$ cat config.mk
export PLATFORM = sky130hd
export DESIGN_NAME = bit_stream_input_time_tagger
export DESIGN_NICKNAME = d
export VERILOG_FILES = /design/src/common/tagger_pkg.sv /design/src/rtl/pin_sync.sv /design/src/rtl/bit_stream_input_time_tagger.sv
export SDC_FILE = /design/constraint.sdc
export NUM_CORES = 1
export LEC_CHECK = 0
export BUFFER_PORTS_ARGS = -buffer_cell sky130_fd_sc_hd__buf_2
export CORE_AREA = 2 2 217 219
export DETAILED_ROUTE_END_ITERATION = 10
export DIE_AREA = 0 0 219 221
export SYNTH_ARGS = -nofsm -noshare
export SYNTH_HDL_FRONTEND = slang
export SYNTH_SLANG_ARGS = --single-unit
$ cat constraint.sdc
create_clock -name CLK_I -period 4.5 [get_ports CLK_I]
set_input_delay 0.225 -clock CLK_I [delete_from_list [all_inputs] [get_ports CLK_I]]
set_output_delay 0.225 -clock CLK_I [all_outputs]
set_load 0.01 [all_outputs]
$ cat src/common/tagger_pkg.sv
package tagger_pkg;

   // Stream and time-tag geometry
   localparam int STREAMS      = 32;
   localparam int SEC_W        = 32;
   localparam int SUBSEC_W     = 27;
   localparam int RATE_SEL_W   = 3;
   localparam int COUNT_W      = 6;

   // Rate select codes: rate = 2 MHz shifted left by the code
   localparam logic [2:0] RATE_2M       = 3'h0;
   localparam logic [2:0] RATE_32M      = 3'h4;
   localparam logic [2:0] RATE_128M     = 3'h6;
   localparam logic [2:0] RATE_BASE_MAX = RATE_32M;
   localparam int         BASE_RATE_HZ  = 2_000_000;
   localparam int         BASE_RATE_MHZ = 2;
   localparam int         QUANTUM_MBPS  = 1024;

   // Auxiliary serial text stream
   localparam int AUX_BYTE_W      = 8;
   localparam int AUX_BURST_MAX   = 2048;
   localparam int AUX_BURST_W     = 12;
   localparam int AUX_BAUD_DFLT   = 115200;
   localparam int CLK_FREQ_HZ     = 200_000_000;
   localparam int AUX_BIT_CYCLES  = CLK_FREQ_HZ / AUX_BAUD_DFLT;
   localparam int AUX_CNT_W       = 16;

   // Tick source select
   localparam logic TICK_PRIMARY   = 1'b0;
   localparam logic TICK_ALTERNATE = 1'b1;

   // One tagged parallel sample
   typedef struct packed {
      logic [STREAMS-1:0]  bits;
      logic                validity;
      logic                top_of_second;
      logic [SEC_W-1:0]    seconds;
      logic [SUBSEC_W-1:0] subsec;
   } sample_t;

   // Last sub-second count for a link clock rate code
   function automatic logic [SUBSEC_W-1:0] sec_last(input logic [2:0] sel);
      int v;
      v = (BASE_RATE_HZ << sel) - 1;
      return v[SUBSEC_W-1:0];
   endfunction

   // Number of set bits in the active mask
   function automatic logic [COUNT_W-1:0] ones(input logic [STREAMS-1:0] m);
      logic [COUNT_W-1:0] c;
      c = '0;
      for (int k = 0; k < STREAMS; k++) begin
         c = c + COUNT_W'(m[k]);
      end
      return c;
   endfunction

endpackage

$ cat src/rtl/pin_sync.sv
`timescale 1ns/10ps
// Two flip-flop synchroniser; first stage feeds only the second
module pin_sync #(
   parameter int W = 1
) (
   input  wire logic         clk_i,
   input  wire logic         reset_n_i,
   input  wire logic [W-1:0] async_i,
   output logic      [W-1:0] sync_o
);
   logic [W-1:0] meta_reg;

   // Both stages reset to zero
   always_ff @(posedge clk_i or negedge reset_n_i) begin
      if (!reset_n_i) begin
         meta_reg <= '0;
         sync_o   <= '0;
      end else begin
         meta_reg <= async_i;
         sync_o   <= meta_reg;
      end
   end
endmodule // pin_sync

$ cat src/rtl/bit_stream_input_time_tagger.sv
`timescale 1ns/10ps
// Operation
// RULE1: All streams sampled at one common rate of 2 to 32 MHz.
// RULE2: Active set must hold exactly 1, 2, 4, 8, 16 or 32 streams.
// RULE3: Only active streams are forwarded; inactive inputs read as zero.
// RULE4: Aggregate active rate limited to 1.024 Gbps in base configuration.
// RULE5: Optional 64 and 128 MHz rates raise limit to 2.048/4.096 Gbps.
// RULE6: Far side supplies link clock at least the information rate; used as reference.
// RULE7: Far side drives second tick; that sample is tagged with integer second.
// RULE8: Far side aligns tick exactly with the top-of-second data sample.
// RULE9: Validity input is carried with each sample, never interpreted.
// RULE10: Serial text bytes accepted, at most 2048 between two ticks.
// RULE11: Control port both configures the block and reports its state.
// RULE12: Commands are tick-aware; arming takes effect at the next tick.
// RULE13: Replies are delivered within the interval between two adjacent ticks.
// RULE14: Alternate second tick, possibly asynchronous, may replace the primary tick.
// RULE15: Monitor pulse marks each second boundary of observe time counter.
// RULE16: One shared time tag covers every stream of each sample.
// RULE17: Armed counter loads commanded second at next selected tick.
// RULE18: Once loaded, counter counts link cycles and ignores later ticks.
// RULE19: Every sample carries the counter value at full link clock resolution.
// RULE20: On request, notify a tick and report seconds at next monitor pulse.
// RULE21: Setting picks tick source; alternate tick is synchronised first.
module bit_stream_input_time_tagger #(
   parameter int AUX_BIT_CYCLES = tagger_pkg::AUX_BIT_CYCLES
) (
   input  wire logic                             CLK_I,
   input  wire logic                             RESET_N_I,
   input  wire logic                             LINK_CLOCK_I,
   input  wire logic [tagger_pkg::STREAMS-1:0]   INPUT_BIT_STREAM_I,
   input  wire logic                             SECOND_TICK_I,
   input  wire logic                             ALTERNATE_SECOND_TICK_I,
   input  wire logic                             INPUT_VALIDITY_I,
   input  wire logic                             AUX_SERIAL_TEXT_IN_I,
   input  wire logic [2:0]                       CLOCK_RATE_SEL_I,
   input  wire logic [2:0]                       INFO_RATE_SEL_I,
   input  wire logic                             EXT_RATE_EN_I,
   input  wire logic [tagger_pkg::STREAMS-1:0]   ACTIVE_MASK_I,
   input  wire logic                             TICK_SOURCE_I,
   input  wire logic                             TRANSMIT_EN_I,
   input  wire logic                             ARM_I,
   input  wire logic [tagger_pkg::SEC_W-1:0]     LOAD_SECOND_I,
   input  wire logic                             TICK_NOTIFY_REQ_I,
   input  wire logic                             REPORT_REQ_I,
   output tagger_pkg::sample_t                   SAMPLE_O,
   output logic                                  SAMPLE_VALID_O,
   output logic                                  CONFIG_ERR_O,
   output logic                                  ARMED_O,
   output logic                                  TIME_SET_O,
   output logic                                  OBSERVE_EPOCH_MONITOR_O,
   output logic                                  TICK_NOTIFY_O,
   output logic                                  REPORT_VALID_O,
   output logic [tagger_pkg::SEC_W-1:0]          REPORT_SECONDS_O,
   output logic [tagger_pkg::AUX_BYTE_W-1:0]     AUX_BYTE_O,
   output logic                                  AUX_BYTE_VALID_O,
   output logic                                  AUX_OVERRUN_O
);
   localparam int SW = tagger_pkg::STREAMS;
   localparam int SYNC_W = SW + 5;

   // Pins from outside the clock domain pass two flops
   logic [SYNC_W-1:0] sync_out;
   logic [SW-1:0]     bits_s;
   logic              link_s, tick_s, alt_s, valid_s, aux_s;

   pin_sync #(.W(SYNC_W)) u_sync (
      .clk_i     (CLK_I),
      .reset_n_i (RESET_N_I),
      .async_i   ({LINK_CLOCK_I, SECOND_TICK_I, ALTERNATE_SECOND_TICK_I, INPUT_VALIDITY_I,
                   AUX_SERIAL_TEXT_IN_I, INPUT_BIT_STREAM_I}),
      .sync_o    (sync_out)
   );
   assign {link_s, tick_s, alt_s, valid_s, aux_s, bits_s} = sync_out;

   // Configuration check, purely combinational
   logic                             cfg_err;
   logic [tagger_pkg::COUNT_W-1:0]   n_active;
   logic [2:0]                       ratio_log2;
   always_comb begin
      int agg;
      int limit;
      agg        = 0;
      limit      = 0;
      n_active   = tagger_pkg::ones(ACTIVE_MASK_I);
      ratio_log2 = CLOCK_RATE_SEL_I - INFO_RATE_SEL_I;
      agg        = int'(n_active) * (tagger_pkg::BASE_RATE_MHZ << INFO_RATE_SEL_I);
      limit      = tagger_pkg::QUANTUM_MBPS;                               // RULE4
      if (CLOCK_RATE_SEL_I > tagger_pkg::RATE_BASE_MAX) begin
         limit = limit << (CLOCK_RATE_SEL_I - tagger_pkg::RATE_BASE_MAX);   // RULE5
      end
      cfg_err = (n_active == '0) || ((n_active & (n_active - 1'b1)) != '0)  // RULE2
             || (INFO_RATE_SEL_I > CLOCK_RATE_SEL_I)                        // RULE6
             || (CLOCK_RATE_SEL_I > tagger_pkg::RATE_128M)
             || (CLOCK_RATE_SEL_I > tagger_pkg::RATE_BASE_MAX && !EXT_RATE_EN_I) // RULE5
             || (agg > limit);                                              // RULE4
   end

   // Sampling and time counter state
   logic                              link_prev_reg, tick_prev_reg, alt_prev_reg;
   logic [6:0]                        div_reg, div_next;
   logic                              armed_reg, armed_next, set_reg, set_next;
   logic [tagger_pkg::SEC_W-1:0]      load_sec_reg, load_sec_next;
   logic [tagger_pkg::SEC_W-1:0]      seconds_reg, seconds_next;
   logic [tagger_pkg::SUBSEC_W-1:0]   subsec_reg, subsec_next;
   logic                              notify_pend_reg, notify_pend_next;
   logic                              report_pend_reg, report_pend_next;
   tagger_pkg::sample_t               sample_next;
   logic                              link_fall, tick_rise, tick_evt, sample_tick, epoch_evt;
   logic                              smp_valid_next, report_fire;
   logic [tagger_pkg::SEC_W-1:0]      report_next;

   // Data is launched on the rising link edge, so the falling edge sees it settled
   assign link_fall = link_prev_reg & ~link_s;                               // RULE6
   assign tick_rise = link_fall & tick_s & ~tick_prev_reg;                   // RULE7
   assign tick_evt  = (TICK_SOURCE_I == tagger_pkg::TICK_PRIMARY) ? tick_rise
                    : (alt_s & ~alt_prev_reg);                               // RULE14 RULE21

   // Next values: divider, arming, observe time counter, replies
   always_comb begin
      div_next         = div_reg;
      armed_next       = armed_reg;
      load_sec_next    = load_sec_reg;
      set_next         = set_reg;
      seconds_next     = seconds_reg;
      subsec_next      = subsec_reg;
      epoch_evt        = 1'b0;
      // Tick restarts the divider; at-or-past compare so a rate change never wraps
      sample_tick      = link_fall
                      && ((div_reg >= 7'((1 << ratio_log2) - 1)) || tick_rise); // RULE1
      if (link_fall) begin
         div_next = sample_tick ? 7'h00 : div_reg + 7'h01;
      end
      if (armed_reg && tick_evt) begin
         seconds_next = load_sec_reg;                                        // RULE17
         subsec_next  = '0;
         set_next     = 1'b1;
         armed_next   = 1'b0;
         epoch_evt    = 1'b1;
      end else if (link_fall && set_reg) begin
         if (subsec_reg == tagger_pkg::sec_last(CLOCK_RATE_SEL_I)) begin     // RULE18
            subsec_next  = '0;
            seconds_next = seconds_reg + 1'b1;
            epoch_evt    = 1'b1;                                             // RULE15
         end else begin
            subsec_next = subsec_reg + 1'b1;
         end
      end
      // A new arm in the load cycle re-arms: set wins over clear
      if (ARM_I) begin
         armed_next    = 1'b1;                                               // RULE12
         load_sec_next = LOAD_SECOND_I;
      end
      notify_pend_next = (notify_pend_reg && !tick_evt) || TICK_NOTIFY_REQ_I; // RULE20
      report_fire      = report_pend_reg && epoch_evt;
      report_pend_next = (report_pend_reg && !epoch_evt) || REPORT_REQ_I;
      report_next      = report_fire ? seconds_next : REPORT_SECONDS_O;
      smp_valid_next   = sample_tick && !cfg_err && TRANSMIT_EN_I && set_next; // RULE3
      sample_next               = SAMPLE_O;
      if (smp_valid_next) begin
         sample_next.bits          = bits_s & ACTIVE_MASK_I;                 // RULE3
         sample_next.validity      = valid_s;                                // RULE9
         sample_next.top_of_second = tick_rise;                              // RULE7
         sample_next.seconds       = seconds_next;                           // RULE16
         sample_next.subsec        = subsec_next;                            // RULE19
      end
   end

   // Register the sampling and time counter group
   always_ff @(posedge CLK_I or negedge RESET_N_I) begin
      if (!RESET_N_I) begin
         link_prev_reg           <= 1'b0;
         tick_prev_reg           <= 1'b0;
         alt_prev_reg            <= 1'b0;
         div_reg                 <= 7'h00;
         armed_reg               <= 1'b0;
         load_sec_reg            <= '0;
         set_reg                 <= 1'b0;
         seconds_reg             <= '0;
         subsec_reg              <= '0;
         notify_pend_reg         <= 1'b0;
         report_pend_reg         <= 1'b0;
         SAMPLE_O                <= '0;
         SAMPLE_VALID_O          <= 1'b0;
         CONFIG_ERR_O            <= 1'b0;
         OBSERVE_EPOCH_MONITOR_O <= 1'b0;
         TICK_NOTIFY_O           <= 1'b0;
         REPORT_VALID_O          <= 1'b0;
         REPORT_SECONDS_O        <= '0;
      end else begin
         link_prev_reg           <= link_s;
         tick_prev_reg           <= link_fall ? tick_s : tick_prev_reg;
         alt_prev_reg            <= alt_s;
         div_reg                 <= div_next;
         armed_reg               <= armed_next;
         load_sec_reg            <= load_sec_next;
         set_reg                 <= set_next;
         seconds_reg             <= seconds_next;
         subsec_reg              <= subsec_next;
         notify_pend_reg         <= notify_pend_next;
         report_pend_reg         <= report_pend_next;
         SAMPLE_O                <= sample_next;
         SAMPLE_VALID_O          <= smp_valid_next;
         CONFIG_ERR_O            <= cfg_err;
         OBSERVE_EPOCH_MONITOR_O <= epoch_evt;                               // RULE15
         TICK_NOTIFY_O           <= notify_pend_reg && tick_evt;             // RULE20
         REPORT_VALID_O          <= report_fire;                             // RULE13
         REPORT_SECONDS_O        <= report_next;
      end
   end
   assign ARMED_O    = armed_reg;                                            // RULE11
   assign TIME_SET_O = set_reg;

   // Auxiliary serial receiver, 8 data bits, 1 stop bit
   typedef enum logic [1:0] {RX_IDLE, RX_START, RX_DATA, RX_STOP} rx_state_t;
   localparam logic [tagger_pkg::AUX_CNT_W-1:0] BIT_LAST  =
      tagger_pkg::AUX_CNT_W'(AUX_BIT_CYCLES - 1);
   localparam logic [tagger_pkg::AUX_CNT_W-1:0] HALF_LAST =
      tagger_pkg::AUX_CNT_W'(AUX_BIT_CYCLES / 2 - 1);
   rx_state_t                             rx_reg, rx_next;
   logic [tagger_pkg::AUX_CNT_W-1:0]      bcnt_reg, bcnt_next;
   logic [2:0]                            nbit_reg, nbit_next;
   logic [tagger_pkg::AUX_BYTE_W-1:0]     shift_reg, shift_next;
   logic [tagger_pkg::AUX_BURST_W:0]      burst_reg, burst_next;
   logic                                  byte_ok, over_next;

   // Next values of the receiver; count resets at each selected tick
   always_comb begin
      rx_next    = rx_reg;
      bcnt_next  = (bcnt_reg == '0) ? '0 : bcnt_reg - 1'b1;
      nbit_next  = nbit_reg;
      shift_next = shift_reg;
      byte_ok    = 1'b0;
      unique case (rx_reg)
         RX_IDLE: begin
            if (!aux_s) begin
               rx_next   = RX_START;
               bcnt_next = HALF_LAST;
            end
         end
         RX_START: begin
            if (bcnt_reg == '0) begin
               rx_next   = aux_s ? RX_IDLE : RX_DATA;   // Glitch rejected
               bcnt_next = BIT_LAST;
               nbit_next = 3'h0;
            end
         end
         RX_DATA: begin
            if (bcnt_reg == '0) begin
               shift_next = {aux_s, shift_reg[tagger_pkg::AUX_BYTE_W-1:1]};
               nbit_next  = nbit_reg + 3'h1;
               bcnt_next  = BIT_LAST;
               if (nbit_reg == 3'h7) begin
                  rx_next = RX_STOP;
               end
            end
         end
         RX_STOP: begin
            if (bcnt_reg == '0) begin
               byte_ok = aux_s;                         // Framing error drops byte
               rx_next = RX_IDLE;
            end
         end
      endcase
      burst_next = tick_evt ? '0 : burst_reg;
      if (byte_ok && burst_next <= (tagger_pkg::AUX_BURST_W + 1)'(tagger_pkg::AUX_BURST_MAX)) begin
         burst_next = burst_next + 1'b1;
      end
      // Over-long bursts are still delivered but flagged until the next tick
      over_next = (AUX_OVERRUN_O && !tick_evt)
               || (byte_ok                                                   // RULE10
                   && burst_next > (tagger_pkg::AUX_BURST_W + 1)'(tagger_pkg::AUX_BURST_MAX));
   end

   // Register the receiver group
   always_ff @(posedge CLK_I or negedge RESET_N_I) begin
      if (!RESET_N_I) begin
         rx_reg           <= RX_IDLE;
         bcnt_reg         <= '0;
         nbit_reg         <= 3'h0;
         shift_reg        <= '0;
         burst_reg        <= '0;
         AUX_BYTE_O       <= '0;
         AUX_BYTE_VALID_O <= 1'b0;
         AUX_OVERRUN_O    <= 1'b0;
      end else begin
         rx_reg           <= rx_next;
         bcnt_reg         <= bcnt_next;
         nbit_reg         <= nbit_next;
         shift_reg        <= shift_next;
         burst_reg        <= burst_next;
         AUX_BYTE_O       <= byte_ok ? shift_reg : AUX_BYTE_O;               // RULE10
         AUX_BYTE_VALID_O <= byte_ok;
         AUX_OVERRUN_O    <= over_next;
      end
   end
endmodule // bit_stream_input_time_tagger

==> run metrics <==
status finished, violations left; Synth Register Bits 361; Fin. Hold Viols 0; Max VDD drop about 720 uV; Largest register FFs 93; Inst Count DP between 2000 and 3000; fmax between 0.09 and 0.1 GHz; H-tree depth reported by CTS 2; area of the multi-input gates slightly below 9000 sq um; core area 46060 sq um; post-synthesis cell area around 18000 sq um; GPL Wtd Cong 0.8858; # IOs 257; final wirelength approximately 49000 microns; Leak about 12 nW; Yosys cell types 75; total of max-cap violations 0; Hold WS 43.44 ps; Root Buffer Master clkbuf_16; Post-DP HPWL 33390 microns; Total GRT Usage 0.2049; top post-synthesis cells by area dfrtp_1 50%, mux2_2 5.5%, ha_1 5.5%; synthesized area per cell approximately 10 sq um; Worst Path Arrival around 11000 ps; top cells by count, synth 361 x dfrtp_1, 222 x nand2_1, 160 x nor2_1; FFs w/ async S/R, synth 1.000; sequential area share after synthesis 0.4959; Final Skew 21.72 ps; CTS buffer count 40; Max clock buf depth 3; Initial Utilization 0.3955; WP data required between 4000 and 5000 ps; critical path fanouts, max 8; Port Buf Inserts 256; row cnt just under 80; Setup crit start kind input pin; failing checks setup timing; crit-path max cell delay about 530 ps; vias in the first global route roughly 15000; unrepaired setup endpoints after global routing yes; Die Area a little under 50000 sq um; Hold WC Path Type in2reg; die height approximately 220 microns; register area roughly 9000 sq um; area leader, netlist dfrtp_1; Remaining Overflow, GRT 0; Slew @ Worst Pin approximately 1100 ps; wire length per cell between 15 and 20 microns; clk slew on worst S/H paths about 60 ps; CTS tree done; post-route ant nets 0; WP depth 47; DR pass1 iterations 5; 1st-iter DRT viols between 800 and 900; Most used DFF post-synth dfrtp_1; Cell Pwr Density ~610 nW/um^2; CP bufs+invs 13; Yosys top cell area share 0.4959; Hold Crit Depth 4; clk sinks between 300 and 400; r2r worst-path depth 12; largest net degree at the start of global routing around 130; layout cell share with drive strength beyond 1 0.2931; Tcrit/Tclk final 2.240; Rel. slew slack 0.2982; initial antenna violation count 5; worst setup path category in2reg; area grow syn2layout 32.82%; Slowest-stage cell, CP fa_1; Yosys warnings 0; Die X approximately 220 microns; nets ~2500; most used cell, CP fa_1; Mapped Cells around 1800; Via density roughly 5.1; Post-synth EDFFs 0; CP endpoint kind flop; count leader, synth dfrtp_1; fill count 4149; Tmin final between 10000 and 15000 ps; delay-heaviest family, CP adder cells; setup slack after layout -5578 ps; final std cells w/o fill ~2900; Setup violations, final 95; routed vias about 15000; global-route wire length before repair just under 80000 microns; Final Slew Violations 0; clk_lat worst skew 560 ps; # DRC 0
## cells by family (layout without fill, tap and decap cells)
| family | count (synthesis) | in the layout | share of synthesized area |
|---|---|---|---|
| other cells | 1 | 8 | 0.0002058 |
| xor+xnor | 81 | 81 | 0.03970 |
| buf+inv | 188 | 691 | 0.04018 |
| flops | 361 | 361 | 0.4959 |
| mux | 95 | 95 | 0.05831 |
| simple gates | 652 | 652 | 0.1725 |
| fa+ha+maj | 128 | 128 | 0.1077 |
| compound gates | 248 | 248 | 0.08558 |
## per-layer routing
| metal | vias up | track usage | share of wire | wire [microns] |
|---|---|---|---|---|
| met5 | - | 0 | 0 | 0 |
| met2 | 345 | 0.3289 | 0.48 | 23610 |
| li1 | 6962 | - | - | - |
| met4 | 0 | 0.06582 | 0.030 | 1484 |
| met1 | 7228 | 0.2753 | 0.44 | 21790 |
| met3 | 100 | 0.04550 | 0.052 | 2597 |
## area by class of cell
cell class	instances	area share
Antenna cell	5	0.0005171
Tap cell	607	0.03139
Inverter	118	0.01882
Clock buffer	57	0.04825
Clock inverter	14	0.006154
Timing Repair Buffer	502	0.1583
Multi-Input combinational cell	1207	0.3632
Sequential cell	361	0.3734
## cell usage in the layout (no fill, tap or decap), types with 42 or more instances in the layout
master,instances
dfrtp_1,361
clkbuf_16,45
nand2_2,42
ha_1,76
buf_2,250
fa_1,47
nor2_1,158
inv_1,111
buf_4,124
nand3_1,67
mux2_2,88
o21ai_0,71
nand2_1,177
dlygate4sd3_1,98
## report_power, final
part / switching, mW / internal [mW] / leakage [nW]
Combinational: 3.70 / 3.76 / 6.77
Clock: 1.35 / 1.93 / 0.641
Sequential: 0.356 / 3.79 / 4.56
## what timing repair did
item,4_1_cts,5_1_grt
gates cloned,12,3
resized for setup,65,37
pin swaps,62,19
hold buffers,98,0
buffers inserted,7,8
endpoints found under the setup margin,95,95
hold endpoints to repair,216,0
## through the flow
step	TNS, ps	utilization	power (mW)	instance area (sq um)	worst slack, ps
finish	-520710	0.5253	14.88	24200	-5578
global route	-568980	0.5253	16.00	24200	-6078
CTS	-517940	0.5197	14.76	23940	-5552
detailed placement	-598110	0.4569	10.86	21050	-6371
global placement	-581510	0.4569	10.78	21050	-6184
floorplan	-506200	-	8.056	18440	-5357
## path summary, 6_finish.rpt
check | startpoint | endpoint | slack (ps)
max in group asynchronous | RESET_N_I | burst_reg[0] | 2970
setup / recovery | ACTIVE_MASK_I[11] | SAMPLE_O[58] | -5580
setup reg to reg | u_sync.sync_o[36] | AUX_OVERRUN_O | 530
min in group asynchronous | RESET_N_I | REPORT_SECONDS_O[29] | 280
hold reg to reg | u_sync.meta_reg[28] | u_sync.sync_o[28] | 350
hold / removal | ACTIVE_MASK_I[14] | SAMPLE_O[75] | 40
## worst reg2reg max path: cells and delay by family (launching register included)
| family | cells | cell delay [ps] |
|---|---|---|
| flip-flops | 1 | 400 |
| adder cells (fa/ha/maj) | 1 | 240 |
| AND/OR/NAND/NOR | 5 | 1540 |
| AO/OA/AOI/OAI | 5 | 1540 |
| XOR/XNOR | 1 | 110 |
Note: power is estimated with default switching activity, not from simulation.
